`config.mk`:
```
export PLATFORM = sky130hd
export DESIGN_NAME = fsi_top
export DESIGN_NICKNAME = d
export VERILOG_FILES = /design/src/core/fsi_pkg.sv /design/src/core/fsi_fifo.sv /design/src/core/fsi_frame_chk.sv /design/src/core/fsi_top.sv
export SDC_FILE = /design/constraint.sdc
export NUM_CORES = 1
export LEC_CHECK = 0
export ABC_AREA = 1
export BUFFER_PORTS_ARGS = -buffer_cell sky130_fd_sc_hd__buf_4
export CORE_MARGIN = 3
export CORE_UTILIZATION = 55
export CTS_CLUSTER_DIAMETER = 60
export DETAILED_ROUTE_END_ITERATION = 8
export GPL_TIMING_DRIVEN = 0
export PLACE_DENSITY = 0.75
export RECOVER_POWER = 25
export SETUP_SLACK_MARGIN = 0.2
export SLEW_MARGIN = 10
export SYNTH_ARGS = -nofsm -noshare
export SYNTH_HDL_FRONTEND = slang
export SYNTH_HIERARCHICAL = 1
export SYNTH_SLANG_ARGS = --single-unit
```
`constraint.sdc`:
```
create_clock -name clk -period 3.95 [get_ports clk]
set_input_delay 0 -clock clk [delete_from_list [all_inputs] [get_ports clk]]
set_output_delay 0 -clock clk [all_outputs]
set_load 0.02 [all_outputs]
```
`src/core/fsi_pkg.sv`:
```
// constants, types and helpers shared by the streaming port logic
// Operation
// - every element runs from the single clock; both ports are synchronous to it
// - error code: 00 none, 01 missing start, 10 missing end, 11 early end
// - input ready is high whenever a sample can be accepted; source may idle
// - an input transfer happens exactly when input valid and input ready are high
// - output start and end markers flag first and last results, only when valid; the code holds their last values while output valid is low
// - output error is input error ORed with internally detected errors
// - a six-bit signed block exponent records net scaling of each frame; the code always outputs EXP_NONE (zero)
// - output width equals input width except fixed-point variable streaming
// - fixed-point variable streaming widens outputs two bits per radix-2-squared stage
// - output valid is high exactly when the output fields hold a valid result
// - detect missing start, missing end after a full frame, and early end
// - direction input is sampled with the start marker; high selects inverse
// - clock enable low suspends operation; high resumes it
package fsi_pkg;

   // ---------------------------------------------------------------
   // sizes
   // ---------------------------------------------------------------
   localparam int DATA_W     = 16;
   localparam int EXP_W      = 6;
   localparam int ERR_W      = 2;
   localparam int FRAME_LEN  = 64;
   localparam int CNT_W      = 6;
   localparam int FIFO_DEPTH = 16;
   localparam int LVL_W      = 5;
   localparam int R22_STAGES = 3;

   typedef enum logic [2:0] {
      FSI_ARCH_STREAM,
      FSI_ARCH_BURST,
      FSI_ARCH_BUF_BURST,
      FSI_ARCH_VAR_FIXED,
      FSI_ARCH_VAR_FLOAT
   } fsi_arch_t;

   localparam fsi_arch_t ARCH = FSI_ARCH_STREAM;
   localparam int GROWTH = (ARCH == FSI_ARCH_VAR_FIXED) ? 2 * R22_STAGES : 0;
   localparam int OUT_W  = DATA_W + GROWTH;

   // ---------------------------------------------------------------
   // error codes, exponent reset value and last frame count
   // ---------------------------------------------------------------
   localparam logic [ERR_W-1:0] ERR_NONE      = 2'h0;
   localparam logic [ERR_W-1:0] ERR_NO_SOP    = 2'h1;
   localparam logic [ERR_W-1:0] ERR_NO_EOP    = 2'h2;
   localparam logic [ERR_W-1:0] ERR_EARLY_EOP = 2'h3;
   localparam logic [EXP_W-1:0] EXP_NONE      = 6'h00;
   localparam logic [CNT_W-1:0] CNT_LAST      = 6'h3f;

   // ---------------------------------------------------------------
   // buffered word layout
   // ---------------------------------------------------------------
   localparam int W_REAL_LSB = 0;
   localparam int W_IMAG_LSB = DATA_W;
   localparam int W_SOP      = 2 * DATA_W;
   localparam int W_EOP      = W_SOP + 1;
   localparam int W_ERR_LSB  = W_SOP + 2;
   localparam int W_INV      = W_SOP + 4;
   localparam int WORD_W     = W_SOP + 5;

   // sign extension to the output width
   function automatic logic [OUT_W-1:0] fsi_widen(input logic [DATA_W-1:0] v);
      return OUT_W'($signed(v));
   endfunction

endpackage

```
`src/core/fsi_fifo.sv`:
```
// sample buffer with valid/ready on both sides
`timescale 1ns/1ps
module fsi_fifo #(
   parameter int W     = 37,
   parameter int DEPTH = 16,
   parameter int LW    = 5
) (
   input  wire logic          clk,
   input  wire logic          sys_rst,
   input  wire logic          en,
   input  wire logic          in_valid,
   output      logic          in_ready,
   input  wire logic [W-1:0]  in_data,
   output      logic          out_valid,
   input  wire logic          out_ready,
   output      logic [W-1:0]  out_data,
   output      logic [LW-1:0] level
);
   localparam int AW = $clog2(DEPTH);

   logic [W-1:0]  mem [DEPTH];
   logic [AW-1:0] wr_q, wr_d, rd_q, rd_d;
   logic [LW-1:0] lvl_q, lvl_d;
   logic          push, pop;

   assign in_ready  = (lvl_q != LW'(DEPTH));
   assign out_valid = (lvl_q != '0);
   assign out_data  = mem[rd_q];
   assign level     = lvl_q;
   assign push      = en & in_valid & in_ready;
   assign pop       = en & out_valid & out_ready;

   always_comb
   begin
      wr_d  = push ? wr_q + 1'b1 : wr_q;
      rd_d  = pop ? rd_q + 1'b1 : rd_q;
      lvl_d = lvl_q + LW'(push) - LW'(pop);
   end

   always_ff @(posedge clk)
   begin
      if (sys_rst)
      begin
         wr_q  <= '0;
         rd_q  <= '0;
         lvl_q <= '0;
      end
      else
      begin
         wr_q  <= wr_d;
         rd_q  <= rd_d;
         lvl_q <= lvl_d;
      end
   end

   always_ff @(posedge clk)
   begin
      if (push)
         mem[wr_q] <= in_data;
   end
endmodule // fsi_fifo

```
`src/core/fsi_frame_chk.sv`:
```
// framing checker for the incoming sample stream
`timescale 1ns/1ps
module fsi_frame_chk (
   input  wire logic                      clk,
   input  wire logic                      sys_rst,
   input  wire logic                      en,
   input  wire logic                      valid,
   input  wire logic                      ready,
   input  wire logic                      sop,
   input  wire logic                      eop,
   output      logic [fsi_pkg::ERR_W-1:0] beat_err,
   output      logic [fsi_pkg::ERR_W-1:0] err_q
);
   typedef enum logic {CHK_IDLE, CHK_FRAME} fsi_chk_t;

   fsi_chk_t                   state_q, state_d;
   logic [fsi_pkg::CNT_W-1:0]  cnt_q, cnt_d;
   logic [fsi_pkg::ERR_W-1:0]  err_d;
   logic                       beat;

   assign beat = en & valid & ready;

   always_comb
   begin
      state_d  = state_q;
      cnt_d    = cnt_q;
      beat_err = fsi_pkg::ERR_NONE;
      case (state_q)
         CHK_IDLE:
         begin
            if (en & valid & ~sop)
               beat_err = fsi_pkg::ERR_NO_SOP;
            if (beat & sop)
            begin
               cnt_d = 6'h01;
               if (eop)
                  beat_err = fsi_pkg::ERR_EARLY_EOP;
               else
                  state_d = CHK_FRAME;
            end
         end
         CHK_FRAME:
         begin
            if (beat)
            begin
               cnt_d = cnt_q + 1'b1;
               if (cnt_q == fsi_pkg::CNT_LAST)
               begin
                  state_d = CHK_IDLE;
                  if (~eop)
                     beat_err = fsi_pkg::ERR_NO_EOP;
               end
               else if (eop)
               begin
                  state_d  = CHK_IDLE;
                  beat_err = fsi_pkg::ERR_EARLY_EOP;
               end
            end
         end
         default:
            state_d = CHK_IDLE;
      endcase
      // sticky: after a fault only a reset brings the core back to a known state
      err_d = err_q | beat_err;
   end

   always_ff @(posedge clk)
   begin
      if (sys_rst)
      begin
         state_q <= CHK_IDLE;
         cnt_q   <= '0;
         err_q   <= fsi_pkg::ERR_NONE;
      end
      else
      begin
         state_q <= state_d;
         cnt_q   <= cnt_d;
         err_q   <= err_d;
      end
   end
endmodule // fsi_frame_chk

```
`src/core/fsi_top.sv`:
```
// streaming sink and source ports of the transform core
`timescale 1ns/1ps
module fsi_top (
   input  wire logic                       clk,
   input  wire logic                       sys_rst,
   input  wire logic                       clk_ena,
   input  wire logic                       inverse,
   input  wire logic                       sink_valid,
   output      logic                       sink_ready,
   input  wire logic [fsi_pkg::DATA_W-1:0] sink_real,
   input  wire logic [fsi_pkg::DATA_W-1:0] sink_imag,
   input  wire logic                       sink_sop,
   input  wire logic                       sink_eop,
   input  wire logic [fsi_pkg::ERR_W-1:0]  sink_error,
   output      logic                       source_valid,
   input  wire logic                       source_ready,
   output      logic [fsi_pkg::OUT_W-1:0]  source_real,
   output      logic [fsi_pkg::OUT_W-1:0]  source_imag,
   output      logic [fsi_pkg::EXP_W-1:0]  source_exp,
   output      logic                       source_sop,
   output      logic                       source_eop,
   output      logic [fsi_pkg::ERR_W-1:0]  source_error
);
   // ---------------------------------------------------------------
   // enable and sink side
   // ---------------------------------------------------------------
   logic                          en_q, en_d;
   logic                          ready_q, ready_d;
   logic                          inv_q, inv_d;
   logic                          beat;
   logic                          word_inv;
   logic [fsi_pkg::ERR_W-1:0]     beat_err;
   logic [fsi_pkg::ERR_W-1:0]     chk_err_q;
   logic [fsi_pkg::WORD_W-1:0]    in_word;
   logic                          fifo_in_ready;
   logic                          fifo_out_valid;
   logic [fsi_pkg::WORD_W-1:0]    head;
   logic [fsi_pkg::LVL_W-1:0]     level;
   logic [fsi_pkg::LVL_W:0]       lvl_next;
   logic                          pop;

   // ready is a flop, so it looks one cycle ahead at the fill level
   assign beat     = en_q & sink_valid & ready_q;
   assign word_inv = sink_sop ? inverse : inv_q;
   assign in_word  = {word_inv, sink_error | beat_err, sink_eop, sink_sop,
                      sink_imag, sink_real};

   always_comb
   begin
      en_d     = clk_ena;
      inv_d    = (beat & sink_sop) ? inverse : inv_q;
      lvl_next = (fsi_pkg::LVL_W+1)'(level) + (fsi_pkg::LVL_W+1)'(beat & fifo_in_ready)
               - (fsi_pkg::LVL_W+1)'(pop);
      ready_d  = clk_ena & (lvl_next <= (fsi_pkg::LVL_W+1)'(fsi_pkg::FIFO_DEPTH - 2));
   end

   always_ff @(posedge clk)
   begin
      if (sys_rst)
      begin
         en_q    <= 1'b0;
         ready_q <= 1'b0;
         inv_q   <= 1'b0;
      end
      else
      begin
         en_q    <= en_d;
         ready_q <= ready_d;
         inv_q   <= inv_d;
      end
   end

   assign sink_ready = ready_q;

   fsi_frame_chk u_chk (
      .clk      (clk),
      .sys_rst  (sys_rst),
      .en       (en_q),
      .valid    (sink_valid),
      .ready    (ready_q),
      .sop      (sink_sop),
      .eop      (sink_eop),
      .beat_err (beat_err),
      .err_q    (chk_err_q)
   );

   fsi_fifo #(
      .W     (fsi_pkg::WORD_W),
      .DEPTH (fsi_pkg::FIFO_DEPTH),
      .LW    (fsi_pkg::LVL_W)
   ) u_fifo (
      .clk       (clk),
      .sys_rst   (sys_rst),
      .en        (en_q),
      .in_valid  (beat),
      .in_ready  (fifo_in_ready),
      .in_data   (in_word),
      .out_valid (fifo_out_valid),
      .out_ready (pop),
      .out_data  (head),
      .level     (level)
   );

   // ---------------------------------------------------------------
   // source side
   // ---------------------------------------------------------------
   logic                          val_q, val_d;
   logic [fsi_pkg::OUT_W-1:0]     re_q, re_d, im_q, im_d;
   logic [fsi_pkg::EXP_W-1:0]     exp_q, exp_d;
   logic                          sop_q, sop_d, eop_q, eop_d;
   logic [fsi_pkg::ERR_W-1:0]     err_q, err_d;
   logic [fsi_pkg::DATA_W-1:0]    h_re, h_im;
   logic                          h_inv;

   assign h_re  = head[fsi_pkg::W_REAL_LSB +: fsi_pkg::DATA_W];
   assign h_im  = head[fsi_pkg::W_IMAG_LSB +: fsi_pkg::DATA_W];
   assign h_inv = head[fsi_pkg::W_INV];
   // load only into an empty or departing output register
   assign pop   = en_q & fifo_out_valid & (~val_q | source_ready);

   always_comb
   begin
      val_d = val_q;
      re_d  = re_q;
      im_d  = im_q;
      exp_d = exp_q;
      sop_d = sop_q;
      eop_d = eop_q;
      err_d = err_q;
      // a completed transfer is honoured even while suspended, to avoid a repeat
      if (val_q & source_ready)
         val_d = 1'b0;
      if (pop)
      begin
         val_d = 1'b1;
         // arithmetic engine is out of scope: inverse frames leave swapped
         re_d  = fsi_pkg::fsi_widen(h_inv ? h_im : h_re);
         im_d  = fsi_pkg::fsi_widen(h_inv ? h_re : h_im);
         exp_d = fsi_pkg::EXP_NONE;
         sop_d = head[fsi_pkg::W_SOP];
         eop_d = head[fsi_pkg::W_EOP];
         err_d = head[fsi_pkg::W_ERR_LSB +: fsi_pkg::ERR_W] | chk_err_q;
      end
   end

   always_ff @(posedge clk)
   begin
      if (sys_rst)
      begin
         val_q <= 1'b0;
         re_q  <= '0;
         im_q  <= '0;
         exp_q <= fsi_pkg::EXP_NONE;
         sop_q <= 1'b0;
         eop_q <= 1'b0;
         err_q <= fsi_pkg::ERR_NONE;
      end
      else
      begin
         val_q <= val_d;
         re_q  <= re_d;
         im_q  <= im_d;
         exp_q <= exp_d;
         sop_q <= sop_d;
         eop_q <= eop_d;
         err_q <= err_d;
      end
   end

   assign source_valid = val_q;
   assign source_real  = re_q;
   assign source_imag  = im_q;
   assign source_exp   = exp_q;
   assign source_sop   = sop_q;
   assign source_eop   = eop_q;
   assign source_error = err_q;
endmodule // fsi_top

```
==> flow_summary.toml <==
[run_status]
status = "finished, violations left"
violations = "max-capacitance violations"

[clock_network]
cts_buffers = 68
clkSlewWorstSetupHoldPaths_ns = 0.06
clk_latency_ns = 0.62
clock_path_buffers = 3
tritoncts = "done"
buffer_type_at_the_clock_tree_root = "clkbuf_16"
postCtsSetupRepairBufs = 0
cts_num_sinks = 658
maximum_level_of_the_cts_h_tree = 3

[setup_path]
cp_slowest_stage_delay_ns = 0.41
timing.critical_path.fanout_max = 13
start_kind = "flop"
reg2reg_slack_ns = 0.49
gate_family_responsible_for_the_most_delay_along_the_worst_path = "adder cells"
type_of_destination_of_the_critical_path = "flop"
r2r_start = "u_fifo/level[2]"
worst_setup_sp = "u_fifo/level[2]"
cp_slowest_cell = "fa_1"
crit_type = "reg -> reg"
timing.reg2reg.worst_path_depth = 20
cp.required_ns = 4.49
reg2reg_to = "u_fifo/level[4]"
path_buf_inv = 6
timing.critical_path.cells = "inv_1 -> ha_1 -> nand3_1 -> nand2_1 -> a21oi_4 -> buf_4 -> nand3_1 -> inv_1 -> ha_1 -> inv_1 -> ha_1 -> inv_1 -> fa_1 -> inv_1 -> nand2_1 -> nand2_1 -> a21oi_1 -> nand2_1 -> nand2_1 -> nor2_1"
crit_arrival_ns = 4.00

[layout]
mostFrequentLayoutCell = "nand2_1"
antenna_cells = 0
synthToLayoutAreaGrowth_pct = 15.5
fin_util_pct = 64.7
layout_common_cells = "853 x nand2_1, 592 x edfxtp_1, 499 x inv_1"
drive_gt1_share_pct = 10.3
stdcell_area_um2 = 33400
final_net_count = 3124
final.fill_count = 3746

[logic_synthesis]
syn-instance-count = 2838
syn_area_per_cell_um2 = 10.2
synth.area.top_cells = "edfxtp_1 62%, nand2_1 11%, nand3_1 8.0%"
netlist.top_cell.by_area = "edfxtp_1"
yosys_warnings = 6
synth.cell_area_um2 = 28900
synth.distinct_cells = 32
synth_largest_type_area_fraction_pct = 61.5
synth_seq_cells = 658
synth-seq-area-share_pct = 66.1

[timing]
setup_violations = 0
grt_setup_unrepaired = "no"
finalHoldViolCount = 0
final.setup.worst_slack_ns = 0.487
timing.final.crit_period_ns = 3.46
clock-skew-final_ns = 0.0321
min_period_over_period_pct = 87.7
finalSetupTns_ns = 0
maxSlewViolCount = 0
timing.max_slew.rel_slack_pct = 0.112
transition_time_at_the_pin_with_the_least_slew_margin_ns = 1.50
clock.fmax_mhz = 289

[global_routing]
grt_use_met1_pct = 40.2
groute.usage.overall_pct = 31.3
number_of_global_route_vias_before_repair = 21649
grt.busiest_layer = "met2"
global_route.usage.met3_pct = 7.38
number_of_antenna_violations_at_the_first_check_in_global_routing = 2
gr-total-overflow = 0
grtUsageMet2_pct = 49.8
largest_net_degree_at_the_start_of_global_routing = 23
grt_first_pass_wirelength_um = 129000

[place]
gp_congestion = 0.883
placed_cell_area_um2 = 30900
port_buffers = 79
dpl_worst_slack_ns = 0.299
hpwlAfterDp_um = 57400

[routing]
totalWireLength_um = 88900
via_per_inst = 5.80
wl_per_cell_um = 23.4
drc = 0
drtIter0Drc = 2926
drt_pass_1_iters = 6
detailed_route_via_count = 21993
route.antenna.remaining_nets = 0

[floorplan]
design.core.area_um2 = 51600
die_height_um = 235
die_x_um = 235
floorplan.initialDensity_pct = 56.0
fp.dieArea_um2 = 55300
placement_rows = 83
io_pins = 86

[pwr]
power_density_nw_per_um2 = 421
p_leak_nw = 14.5
vdd.ir_drop.worst_v = 0.000285

[min_path]
min_from = "clk_ena"
hold-path-endpoint = "en_q"
hold_path_depth = 4
worstHoldPathType = "in -> reg"

[run]
drv_cap = 1
==> through the flow <==
| step | power (W) | hold WS [ns] | std cells |
|---|---|---|---|
| 2_1_floorplan | 0.00778 | 0.0667 | 2843 |
| 3_3_place_gp | 0.00790 | 0.255 | 3602 |
| 3_5_place_dp | 0.00791 | 0.255 | 3627 |
| 4_1_cts | 0.0141 | 0.166 | 3790 |
| 5_1_grt | 0.0144 | 0.195 | 3790 |
| 6_report | 0.0141 | 0.189 | 3790 |
==> Yosys cell counts, drive strengths merged <==
library cell and instances:
conb 1, ha 20, nand4 4, nand2 853, nor3 2, nor2 53
dfxtp 66, a21oi 54, buf 124, edfxtp 592, nand3b 2, or2 3
o21ai 9, mux2i 32, fa 2, inv 503, nand3 464, xor2 2
clkbuf 18, o21bai 34
==> cells by family (layout without fill, tap and decap cells) <==
kind of cell | count (synthesis) | count (layout) | share of synthesized area [%]
adders and majority gates | 22 | 22 | 1.00
AOI/OAI and AO/OA | 97 | 97 | 2.00
DFF | 658 | 658 | 66.1
buffers and inverters | 645 | 912 | 9.56
muxes | 32 | 32 | 1.11
other | 1 | 6 | 0.0130
and+or+nand+nor | 1381 | 1381 | 20.2
xor gates and xnor gates | 2 | 2 | 0.0606
==> state kept, by name, summed over array words and instances, names as in the netlist, named ones only <==
register / flops
u_fifo/rd_q: 4
u_fifo/wr_q: 4
u_chk/state_q: 1
en_q: 1
u_chk/cnt_q: 6
inv_q: 1
source_valid: 1
sink_ready: 1
source_real: 16
source_imag: 16
source_error: 2
u_chk/err_q: 2
u_fifo/mem: 592
u_fifo/level: 5
source_sop: 1
source_eop: 1
==> what timing repair did <==
item                                    in CTS  in global routing
gates resized for setup                      0                  3
endpoints found under the setup margin       0                  2
hold endpoints to repair                   606                  0
hold buffers                                43                  0
==> power breakdown <==
group / switching (W) / internal [W]
sequential: 0.00000689 / 0.00758
clock: 0.00267 / 0.00361
combinational: 0.000138 / 0.0000669
total: 0.00281 / 0.0113
==> metal layers <==
metal,part of all wire (%),wire [µm]
met5,0.015,13
met4,5.8,5170
met3,13,11900
met2,46,40600
met1,35,31100
==> worst max path at each step <==
stage                        end  slack, ns  cells after the start
4_1_cts          u_fifo/level[4]       0.28                     20
6_report         u_fifo/level[4]       0.49                     20
3_5_place_dp     u_fifo/level[4]       0.30                     20
5_1_grt          u_fifo/level[4]       0.21                     20
3_3_place_gp   u_fifo/mem[3][18]      -3.33                      6
2_1_floorplan  u_fifo/mem[11][0]      -0.05                      6
==> final cells by class <==
| type | instances | area, µm² | share of cell area [%] |
|---|---|---|---|
| plain buffers | 142 | 876 | 2.62 |
| clock buffers | 91 | 1910 | 5.72 |
| clock inverters | 29 | 246 | 0.738 |
| inverters | 503 | 1890 | 5.66 |
| multi-input cells | 1540 | 7180 | 21.5 |
| flip-flops and latches | 658 | 19100 | 57.2 |
| well taps | 680 | 851 | 2.55 |
| repair buffers | 147 | 1340 | 4.00 |
==> tightest hold or removal path: stages <==
cell and delay, ns:
dlygate4sd3_1 0.53, buf_4 0.13, inv_1 0.04, nor2_1 0.04
(Power assumes the default switching activity.)
